File: src/ous_pkg.sv
// Shared constants and types for the serial-line interrupt scanner
package ous_pkg;
  // Number of serial lines and scanner width
  localparam int NUM_LINES = 8;
  localparam int POS_W = 4;
  // Summary register selects on the low three address bits
  localparam logic [2:0] ADDR_INT_SUMMARY = 3'h6;
  localparam logic [2:0] ADDR_MODEM_CHANGE = 3'h7;
  // Interrupt summary field positions
  localparam int ISR_REQ_BIT = 7;
  localparam int ISR_LINE_LSB = 1;
  localparam int ISR_DIR_BIT = 0;
  // Reset values
  localparam logic [3:0] POS_RESET = 4'h0;
  localparam logic [7:0] FLAG_RESET = 8'h00;
  localparam logic [7:0] DATA_RESET = 8'h00;
  // Depth of the pin synchroniser and the cycles to fill it
  localparam int SYNC_DEPTH = 3;
  localparam logic [1:0] PRIME_CYCLES = 2'h3;
  // Bus control pins idle high
  localparam logic [2:0] CTL_IDLE = 3'h7;
  // Scanner states
  typedef enum logic [1:0] {
    SCAN = 2'b01,
    STOP = 2'b10
  } ous_scan_state_type;
  // Character length in half bit times: start, data, parity, stop
  function automatic logic [4:0] char_half_bits(input logic [1:0] data_sel,
                                                input logic parity,
                                                input logic [1:0] stop_sel);
    logic [4:0] bits;
    logic [4:0] stop_half;
    bits = 5'h6 + {3'h0, data_sel} + {4'h0, parity};
    stop_half = (stop_sel == 2'h0) ? 5'h2 : ((stop_sel == 2'h1) ? 5'h3 : 5'h4);
    char_half_bits = {bits[3:0], 1'b0} + stop_half;
  endfunction : char_half_bits
endpackage : ous_pkg

File: src/ous_pin_sync.sv
// Three-stage pin synchroniser that accepts a change once stages agree
`timescale 1ns/1ps
module ous_pin_sync #(
  parameter int W = 1,
  parameter logic [W-1:0] INIT = '0
) (
  // Clock and reset
  input wire logic i_clk,
  input wire logic i_reset_n,
  // Asynchronous pins
  input wire logic [W-1:0] i_pin,
  // Filtered level and one-cycle change pulse per bit
  output logic [W-1:0] o_level,
  output logic [W-1:0] o_change
);
  import ous_pkg::*;

  logic [W-1:0] s1; // First stage, read only by s2
  logic [W-1:0] s2; // Second stage
  logic [W-1:0] s3; // Third stage
  logic [1:0] prime_cnt; // Cycles since reset release
  logic primed; // Chain holds real pin samples
  logic [W-1:0] agree; // Second and third stage match

  assign primed = (prime_cnt == PRIME_CYCLES);
  assign agree = ~(s2 ^ s3);

  // Shift chain
  always_ff @(posedge i_clk)
  begin
    if (!i_reset_n)
    begin
      s1 <= INIT;
      s2 <= INIT;
      s3 <= INIT;
    end
    else
    begin
      s1 <= i_pin;
      s2 <= s1;
      s3 <= s2;
    end
  end

  // Priming count; changes before the chain fills are not reported
  always_ff @(posedge i_clk)
  begin
    if (!i_reset_n)
      prime_cnt <= 2'h0;
    else if (!primed)
      prime_cnt <= prime_cnt + 2'h1;
  end

  // Accepted level; a pulse shorter than two clocks may be missed
  always_ff @(posedge i_clk)
  begin
    if (!i_reset_n)
    begin
      o_level <= INIT;
      o_change <= '0;
    end
    else if (!primed)
    begin
      // Follow stage two so the level held at release is never a change
      o_level <= s2;
      o_change <= '0;
    end
    else
    begin
      o_level <= (o_level & ~agree) | (s3 & agree);
      o_change <= agree & (s3 ^ o_level);
    end
  end
endmodule : ous_pin_sync

File: src/ous_int_scanner.sv
// Interrupt scanner and modem change summary for eight serial lines
`timescale 1ns/1ps
module ous_int_scanner (
  // Clock and reset
  input wire logic i_clk,
  input wire logic i_reset_n,
  // Processor bus pins
  input wire logic i_cs_n,
  input wire logic i_ds_n,
  input wire logic i_wr_n,
  input wire logic [5:0] i_addr,
  input wire logic [7:0] i_data,
  output logic [7:0] o_data,
  output logic o_data_oe,
  // Modem status pins, one per line
  input wire logic [ous_pkg::NUM_LINES-1:0] i_dsr,
  input wire logic [ous_pkg::NUM_LINES-1:0] i_dcd,
  // Per-line flags and enables from the line logic
  input wire logic [ous_pkg::NUM_LINES-1:0] i_rx_data_ready,
  input wire logic [ous_pkg::NUM_LINES-1:0] i_rx_int_enable,
  input wire logic [ous_pkg::NUM_LINES-1:0] i_modem_int_enable,
  input wire logic [ous_pkg::NUM_LINES-1:0] i_tx_holding_empty,
  input wire logic [ous_pkg::NUM_LINES-1:0] i_tx_int_enable,
  input wire logic [ous_pkg::NUM_LINES-1:0] i_ser_idle,
  // Per-line service pulses from the line logic
  input wire logic [ous_pkg::NUM_LINES-1:0] i_rx_buf_read,
  input wire logic [ous_pkg::NUM_LINES-1:0] i_tx_hold_write,
  // Character format of the line being timed
  input wire logic [1:0] i_fmt_data_bits,
  input wire logic i_fmt_parity,
  input wire logic [1:0] i_fmt_stop,
  // Interrupt outputs
  output logic o_irq_n,
  output logic [2:0] o_int_line_number,
  output logic o_int_direction,
  // Status outputs
  output logic [ous_pkg::NUM_LINES-1:0] o_modem_change_flag,
  output logic [ous_pkg::NUM_LINES-1:0] o_tx_fully_empty,
  output logic [4:0] o_char_half_bits
);
  import ous_pkg::*;

  // Synchronised bus pins
  logic [2:0] ctl_level; // {wr_n, ds_n, cs_n}
  logic [13:0] ad_level; // {addr, data}
  logic [5:0] bus_addr; // Accepted address
  logic [7:0] bus_data; // Accepted write data
  logic bus_wr_n; // Accepted write select
  logic acc_now; // Chip select and strobe both active
  logic acc_prev; // Access state one clock ago
  logic acc_start; // First cycle of an access
  logic sel_isr; // Access targets interrupt summary
  logic sel_mcs; // Access targets modem change summary

  // Modem change detection
  logic [NUM_LINES-1:0] dsr_change; // Accepted change on status A
  logic [NUM_LINES-1:0] dcd_change; // Accepted change on status B
  logic [NUM_LINES-1:0] mc_set; // Change event per line
  logic [NUM_LINES-1:0] mc_clr; // One-written bits of a write

  // Scanner
  ous_scan_state_type state; // Scanning or stopped
  ous_scan_state_type next_state; // Next scanner state
  logic [POS_W-1:0] pos; // Scan position
  logic [POS_W-1:0] next_pos; // Next scan position
  logic [2:0] line; // Line under test
  logic rx_dr_cond; // Data ready request at line
  logic rx_mc_cond; // Modem change request at line
  logic tx_cond; // Transmit request at line
  logic hit; // Condition present at position
  logic stop_dr; // Stop was for data ready
  logic release_req; // Current request has been serviced
  logic [7:0] isr_value; // Interrupt summary image

  // Bus control pins come from the processor clock domain
  ous_pin_sync #(
    .W(3),
    .INIT(CTL_IDLE)
  ) u_ctl_sync (
    .i_clk(i_clk),
    .i_reset_n(i_reset_n),
    .i_pin({i_wr_n, i_ds_n, i_cs_n}),
    .o_level(ctl_level),
    .o_change()
  );

  // Address and data travel through the same depth as the strobes
  ous_pin_sync #(
    .W(14),
    .INIT(14'h0000)
  ) u_ad_sync (
    .i_clk(i_clk),
    .i_reset_n(i_reset_n),
    .i_pin({i_addr, i_data}),
    .o_level(ad_level),
    .o_change()
  );

  // Modem status pins of all lines
  ous_pin_sync #(
    .W(NUM_LINES),
    .INIT(FLAG_RESET)
  ) u_dsr_sync (
    .i_clk(i_clk),
    .i_reset_n(i_reset_n),
    .i_pin(i_dsr),
    .o_level(),
    .o_change(dsr_change)
  );

  ous_pin_sync #(
    .W(NUM_LINES),
    .INIT(FLAG_RESET)
  ) u_dcd_sync (
    .i_clk(i_clk),
    .i_reset_n(i_reset_n),
    .i_pin(i_dcd),
    .o_level(),
    .o_change(dcd_change)
  );

  assign bus_addr = ad_level[13:8];
  assign bus_data = ad_level[7:0];
  assign bus_wr_n = ctl_level[2];
  assign acc_now = ~ctl_level[0] & ~ctl_level[1];
  assign acc_start = acc_now & ~acc_prev;
  // Line select bits 5:3 play no part in the decode
  assign sel_isr = (bus_addr[2:0] == ADDR_INT_SUMMARY);
  assign sel_mcs = (bus_addr[2:0] == ADDR_MODEM_CHANGE);
  // Access edge tracking
  always_ff @(posedge i_clk)
  begin
    if (!i_reset_n)
      acc_prev <= 1'b0;
    else
      acc_prev <= acc_now;
  end

  // Either status input toggling marks the line
  assign mc_set = dsr_change | dcd_change;
  // Write-one-to-clear, taken once per access
  assign mc_clr = (acc_start && !bus_wr_n && sel_mcs) ? bus_data : '0;

  // Summary flags; a change landing with its clear is kept
  always_ff @(posedge i_clk)
  begin
    if (!i_reset_n)
      o_modem_change_flag <= FLAG_RESET;
    else
      o_modem_change_flag <= (o_modem_change_flag & ~mc_clr) | mc_set;
  end

  // Conditions at the position under test
  assign line = pos[2:0];
  assign rx_dr_cond = i_rx_data_ready[line] & i_rx_int_enable[line];
  assign rx_mc_cond = o_modem_change_flag[line] & i_rx_int_enable[line]
                      & i_modem_int_enable[line];
  assign tx_cond = i_tx_holding_empty[line] & i_tx_int_enable[line];
  // Upper half of the count tests transmitters
  assign hit = pos[3] ? tx_cond : (rx_dr_cond | rx_mc_cond);

  // Service events that end the standing request
  always_comb
  begin
    if (pos[3])
      release_req = i_tx_hold_write[line] | ~i_tx_int_enable[line];
    else if (stop_dr)
      release_req = i_rx_buf_read[line] | ~i_rx_int_enable[line];
    else
      release_req = ~i_modem_int_enable[line] | ~i_rx_int_enable[line]
                    | ~o_modem_change_flag[line];
  end

  // Scanner next state and position
  always_comb
  begin
    next_state = state;
    next_pos = pos;
    unique case (state)
      SCAN:
      begin
        if (hit)
          next_state = STOP;
        else
          next_pos = pos + 4'h1;
      end
      STOP:
      begin
        if (release_req)
        begin
          next_state = SCAN;
          // Receivers share fairly; transmitters yield to receivers
          if (pos[3])
            next_pos = POS_RESET;
          else
            next_pos = pos + 4'h1;
        end
      end
      default:
      begin
        next_state = SCAN;
        next_pos = POS_RESET;
      end
    endcase
  end

  // Scanner registers
  always_ff @(posedge i_clk)
  begin
    if (!i_reset_n)
    begin
      state <= SCAN;
      pos <= POS_RESET;
    end
    else
    begin
      state <= next_state;
      pos <= next_pos;
    end
  end

  // Remember which receive cause stopped the scan; data ready wins
  always_ff @(posedge i_clk)
  begin
    if (!i_reset_n)
      stop_dr <= 1'b0;
    else if (state == SCAN && hit)
      stop_dr <= rx_dr_cond;
  end

  // Line number and direction follow the counter; valid only while requesting
  assign o_int_line_number = pos[2:0];
  assign o_int_direction = pos[3];
  // A level output: with modem interrupts the host must not use edges
  assign o_irq_n = (state != STOP);

  // Interrupt summary image
  always_comb
  begin
    isr_value = 8'h00;
    isr_value[ISR_REQ_BIT] = (state == STOP);
    isr_value[ISR_LINE_LSB +: 3] = pos[2:0];
    isr_value[ISR_DIR_BIT] = pos[3];
  end

  // Read data captured at the start of a read access
  always_ff @(posedge i_clk)
  begin
    if (!i_reset_n)
      o_data <= DATA_RESET;
    else if (acc_start && bus_wr_n)
    begin
      if (sel_isr)
        o_data <= isr_value;
      else if (sel_mcs)
        o_data <= o_modem_change_flag;
      else
        o_data <= DATA_RESET;
    end
  end

  // Drive the data pins only for our own registers during a read
  always_ff @(posedge i_clk)
  begin
    if (!i_reset_n)
      o_data_oe <= 1'b0;
    else
      o_data_oe <= acc_now & bus_wr_n & (sel_isr | sel_mcs);
  end

  // Fully empty once holding register and serializer are both done
  always_ff @(posedge i_clk)
  begin
    if (!i_reset_n)
      o_tx_fully_empty <= FLAG_RESET;
    else
      o_tx_fully_empty <= i_tx_holding_empty & i_ser_idle;
  end

  // Character time in half bits, covers one and a half stop bits
  always_ff @(posedge i_clk)
  begin
    if (!i_reset_n)
      o_char_half_bits <= 5'h00;
    else
      o_char_half_bits <= char_half_bits(i_fmt_data_bits, i_fmt_parity,
                                         i_fmt_stop);
  end
endmodule : ous_int_scanner

File: config.mk
export PLATFORM = sky130hd
export DESIGN_NAME = ous_int_scanner
export DESIGN_NICKNAME = d
export VERILOG_FILES = /design/src/ous_pkg.sv /design/src/ous_pin_sync.sv /design/src/ous_int_scanner.sv
export SDC_FILE = /design/constraint.sdc
export NUM_CORES = 1
export LEC_CHECK = 0
export BUFFER_PORTS_ARGS = -buffer_cell sky130_fd_sc_hd__buf_2
export CELL_PAD_IN_SITES_DETAIL_PLACEMENT = 0
export CELL_PAD_IN_SITES_GLOBAL_PLACEMENT = 2
export CORE_MARGIN = 2
export CORE_UTILIZATION = 32
export DETAILED_ROUTE_END_ITERATION = 8
export PLACE_DENSITY_LB_ADDON = 0.15
export SLEW_MARGIN = 20
export SYNTH_ARGS = -nofsm -noshare
export SYNTH_HDL_FRONTEND = slang
export SYNTH_HIERARCHICAL = 1
export SYNTH_SLANG_ARGS = --single-unit
File: constraint.sdc
create_clock -name i_clk -period 2 [get_ports i_clk]
set_input_delay 0 -clock i_clk [delete_from_list [all_inputs] [get_ports i_clk]]
set_output_delay 0 -clock i_clk [all_outputs]
set_load 0.02 [all_outputs]
# Yosys cells after proc, flatten, opt, wreduce, memory -nomap -nowiden
# Cells that the tools add are included.
# totals
reg_bits	194
elab_cells	152
output_inout_bits	35
# classes
eq_ne	13
n_addsub	8
muxes	35
reduce_logical	10
order_cmp	1
bitwise	54
# ops
op	count
8-bit bitwise AND	8
8-bit two-way mux	5
8-bit inverter	5
8-bit OR	4
8-bit bitwise XOR	4
14-bit bitwise AND	2
14-bit inverter	2
1-bit binary-select mux with 3-bit select	8
14-bit two-way mux	1
14-bit OR	1
14-bit bitwise XOR	1
4-bit two-way mux	3
1-bit two-way mux	11
2-bit equality test, second input constant	5
3-bit two-way mux	3
2-bit by 1-bit adder with 2-bit output, second input constant	4
1-bit bitwise AND	8
2-bit != test, second input constant	4
4-bit one-hot mux with 2 select lines	1
2-bit AND reduction	4
1-bit inverter	7
3-bit bitwise AND	2
3-bit equality test, second input constant	2
3-bit inverter	2
other kinds (14)	24

# Depth between registers and ports, before layout
# depth
depth_word	9
depth_mapped	8
depth_no_buf	8

# By module
# The synthesis kept the hierarchy.
# modules_own_cells
module	area_per_inst_um2	seq_area_each_um2	cells_each	instances
ous_pin_sync at u_dcd_sync ...	1551.5	840.8	143	2
ous_pin_sync at u_ad_sync	2587.5	1441.4	245	1
ous_int_scanner	2118.3	760.7	236	1
ous_pin_sync at u_ctl_sync	588.1	340.3	55	1

# Least setup slack after synthesis
# No wires, ideal clock.
# synth_path
path_kind	reg-to-reg
from	reg pos[1]
to	reg pos[1]
slack_ps	-328
required_time_ps	1929
n_path_buf	2
path_stages_with_launch	9
arrival_time_ps	2257
setup_ps	71
path_cell_list	dfxtp_1 buf_6 buf_4 mux2i_1 nor3_1 nor4_1 a211oi_2 or4b_1 a21oi_1
# synth_via
elab_chain_len	9
# synth_rtl
item	line	text
start, declared	ous_int_scanner.sv:64	logic [POS_W-1:0] pos;
start signal, assigned	ous_int_scanner.sv:218	pos <= next_pos;
1-bit binary-select mux with 3-bit select, on equally long branches	--	
1-bit two-way mux, on equally long branches	--	
1-bit inverter, on equally long branches	ous_int_scanner.sv:170, ous_int_scanner.sv:168	
1-bit OR	ous_int_scanner.sv:170	release_req = ~i_modem_int_enable[line] | ~i_rx_int_enable[line]
1-bit OR	ous_int_scanner.sv:171	| ~o_modem_change_flag[line];
1-bit two-way mux	ous_int_scanner.sv:167	else if (stop_dr)
1-bit two-way mux	ous_int_scanner.sv:165	if (pos[3])
2-bit != test (no line)	--	
2-bit AND reduction (no line)	--	
# Parallel ways exist; a longest one is shown, timed or not. The select of a mux whose other input is x is not followed.
# A chain may end at the register's enable or synchronous reset.

# Worst setup path in the final report
# Same ends and word-level chain as after synthesis.

==> reports/qor.yml <==
post-route-util_pct: 43.3
crit_top_cell: "buf_4"
seqPwrFrac_pct: 44.0
min_period_ns: 2.22
powerDensity_nw_per_um2: 917
end_kind: "register"
core_area_sq_um: 22500
final_max_slew_viol_count: 0
power.total_mw: 8.94
cts_inserted_buffers: 17
rr_startpoint: "pos[1]$_SDFFE_PN0P_"
multiInputGateArea_sq_um: 3350
dr_total_vias: 5711
rsz0062_at_grt: "true"
drive_above_1_share_pct: 31.1
io_buffers: 135
timing.final.ws_setup_ns: -0.221
fin_crit_sh_pct: 111
violations: "setup timing"
finalSetupViolations: 7
syn_inst: 715
max_freq_mhz: 450
antenna_cells: 0
cts.sinks: 182
path_cells: "buf_12, mux2i_4, buf_4, nor3_2, nor4_2, buf_4, a211oi_4, or4b_1, a21oi_1"
max-vdd-ir-drop_v: 0.000475
cts-htree-levels: 4
fillers: 2172
die_w_um: 155
grt_pass1_wl_um: 29100
boundaryPins: 139
layout.cells.most_common: "dfxtp_1"
p_clk_share_pct: 37.2
area_delta_synth_final_pct: 33.9
hp-start: "i_fmt_stop[1]"
drt_iter0_markers: 232
cts_buffer_depth: 2
place_hpwl_um: 12600
swShare_pct: 28.4
hold_path_class: "in2reg"
critPathArrivalTime_ns: 2.57
leakage_nw: 3.95
p_int_mw: 6.40
cts.clk_slew.worst_paths_ns: 0.08
crit_required_ns: 2.34
yosysWarnings: 6
routed_wire_length_per_instance_um: 14.2
critPathKind: "reg2reg"
final_cell_mix: "180 x dfxtp_1, 135 x buf_2, 57 x nand2_1, 57 x and2_1, 52 x nor2_1"
startpoint_type: "register"
wl_um: 17500
maxSlewHeadroom_pct: 69.1
pwr-share-comb_pct: 18.8
p_sw_mw: 2.54
crit_path_start: "pos[1]$_SDFFE_PN0P_"
clock-root-buffer: "clkbuf_16"
dr.pass1.iters: 4
vias_per_cell: 4.63
syn_nets: 832
antenna_found_initial: 0
gp_congestion: 0.794
status: "complete, but fails checks"
first_global_vias: 6028
avgSynthCellArea_sq_um: 10.2
register_area_sq_um: 3650
die_h_um: 155
nNetsFinal: 1053
cts_tree: "built"
cap_viol_max_count: 0
grt_max_degree: 29
crit_fanout: 6
ant_nets: 0
skew_ns: 0.0133
critPathMaxStageDelay_ns: 0.51
tightestPinTransition_ns: 0.462
finalHoldViolCount: 0
rows: 55
drc: 0
clock_latency_ns: 0.43
pre_cts_ws_ns: -0.342
start_util_pct: 32.4
synthesis.area_sq_um: 7280
cpMaxStageDelayCell: "or4b_1"
grt_remaining_overflow: 0
grt_usage_pct: 15.1
fp.dieArea_sq_um: 24000
==> worst paths after layout <==
| kind | endpoint | slack, ns | cells after the start |
|---|---|---|---|
| min | o_char_half_bits[2]$_SDFF_PN0_ | 0.02 | 4 |
| min reg2reg | u_ctl_sync/s2[1]$_SDFF_PN1_ | 0.42 | 1 |
| max | pos[1]$_SDFFE_PN0P_ | -0.22 | 9 |
| max reg2reg | pos[1]$_SDFFE_PN0P_ | -0.22 | 9 |
==> area by class of cell <==
cell class / instances / area share, %
clock inverters: 15 / 1.86
inverters: 44 / 1.77
repair buffers: 237 / 16.5
flip-flops and latches: 182 / 37.4
multi-input cells: 454 / 34.4
clock buffers: 17 / 4.36
well taps: 285 / 3.66
==> per-stage QoR <==
| step | instance area [sq um] | TNS, ns | hold WS [ns] | instances |
|---|---|---|---|---|
| 3_3_place_gp | 8380 | -1.72 | 0.192 | 1138 |
| 2_1_floorplan | 7300 | -0.797 | 0.0730 | 715 |
| 4_1_cts | 9710 | -1.52 | 0.00201 | 1233 |
| 6_report | 9750 | -1.41 | 0.0194 | 1234 |
| 5_1_grt | 9750 | -2.37 | 0.0606 | 1234 |
| 3_5_place_dp | 8380 | -2.07 | 0.193 | 1138 |
==> critical path: cells and delay by family (launching register included) <==
family	cells	cell delay, ns
flip-flops	1	0.43
AND/OR/NAND/NOR	3	0.82
buffers and inverters	3	0.47
multiplexers	1	0.22
AO/OA/AOI/OAI	2	0.20
==> metal layers <==
layer  global-route usage, %  part of all wire [%]  vias up
li1                        -                     -     2881
met1                    19.3                    47     2702
met2                    25.7                    48      114
met3                    3.15                   3.9       14
met4                    4.45                   1.1        0
met5                       0                     0        -
==> power groups by stage <==
stage	clock (mW)	combinational, mW	sequential (mW)
floorplan	0	0.912	4.02
global route	3.61	1.84	3.96
detailed placement	0	1.27	4.04
finish	3.33	1.68	3.93
CTS	3.43	1.64	3.93
global placement	0	1.24	4.03
==> repair_timing <==
action / 4_1_cts / 5_1_grt
pin swaps: 7 / 7
hold buffers: 50 / 0
cloned: 2 / 0
setup endpoints to repair: 7 / 7
hold endpoints to repair: 40 / 0
setup buffers: 11 / 1
resized for setup: 26 / 7
No activity file was read; power rests on OpenSTA's default activity.
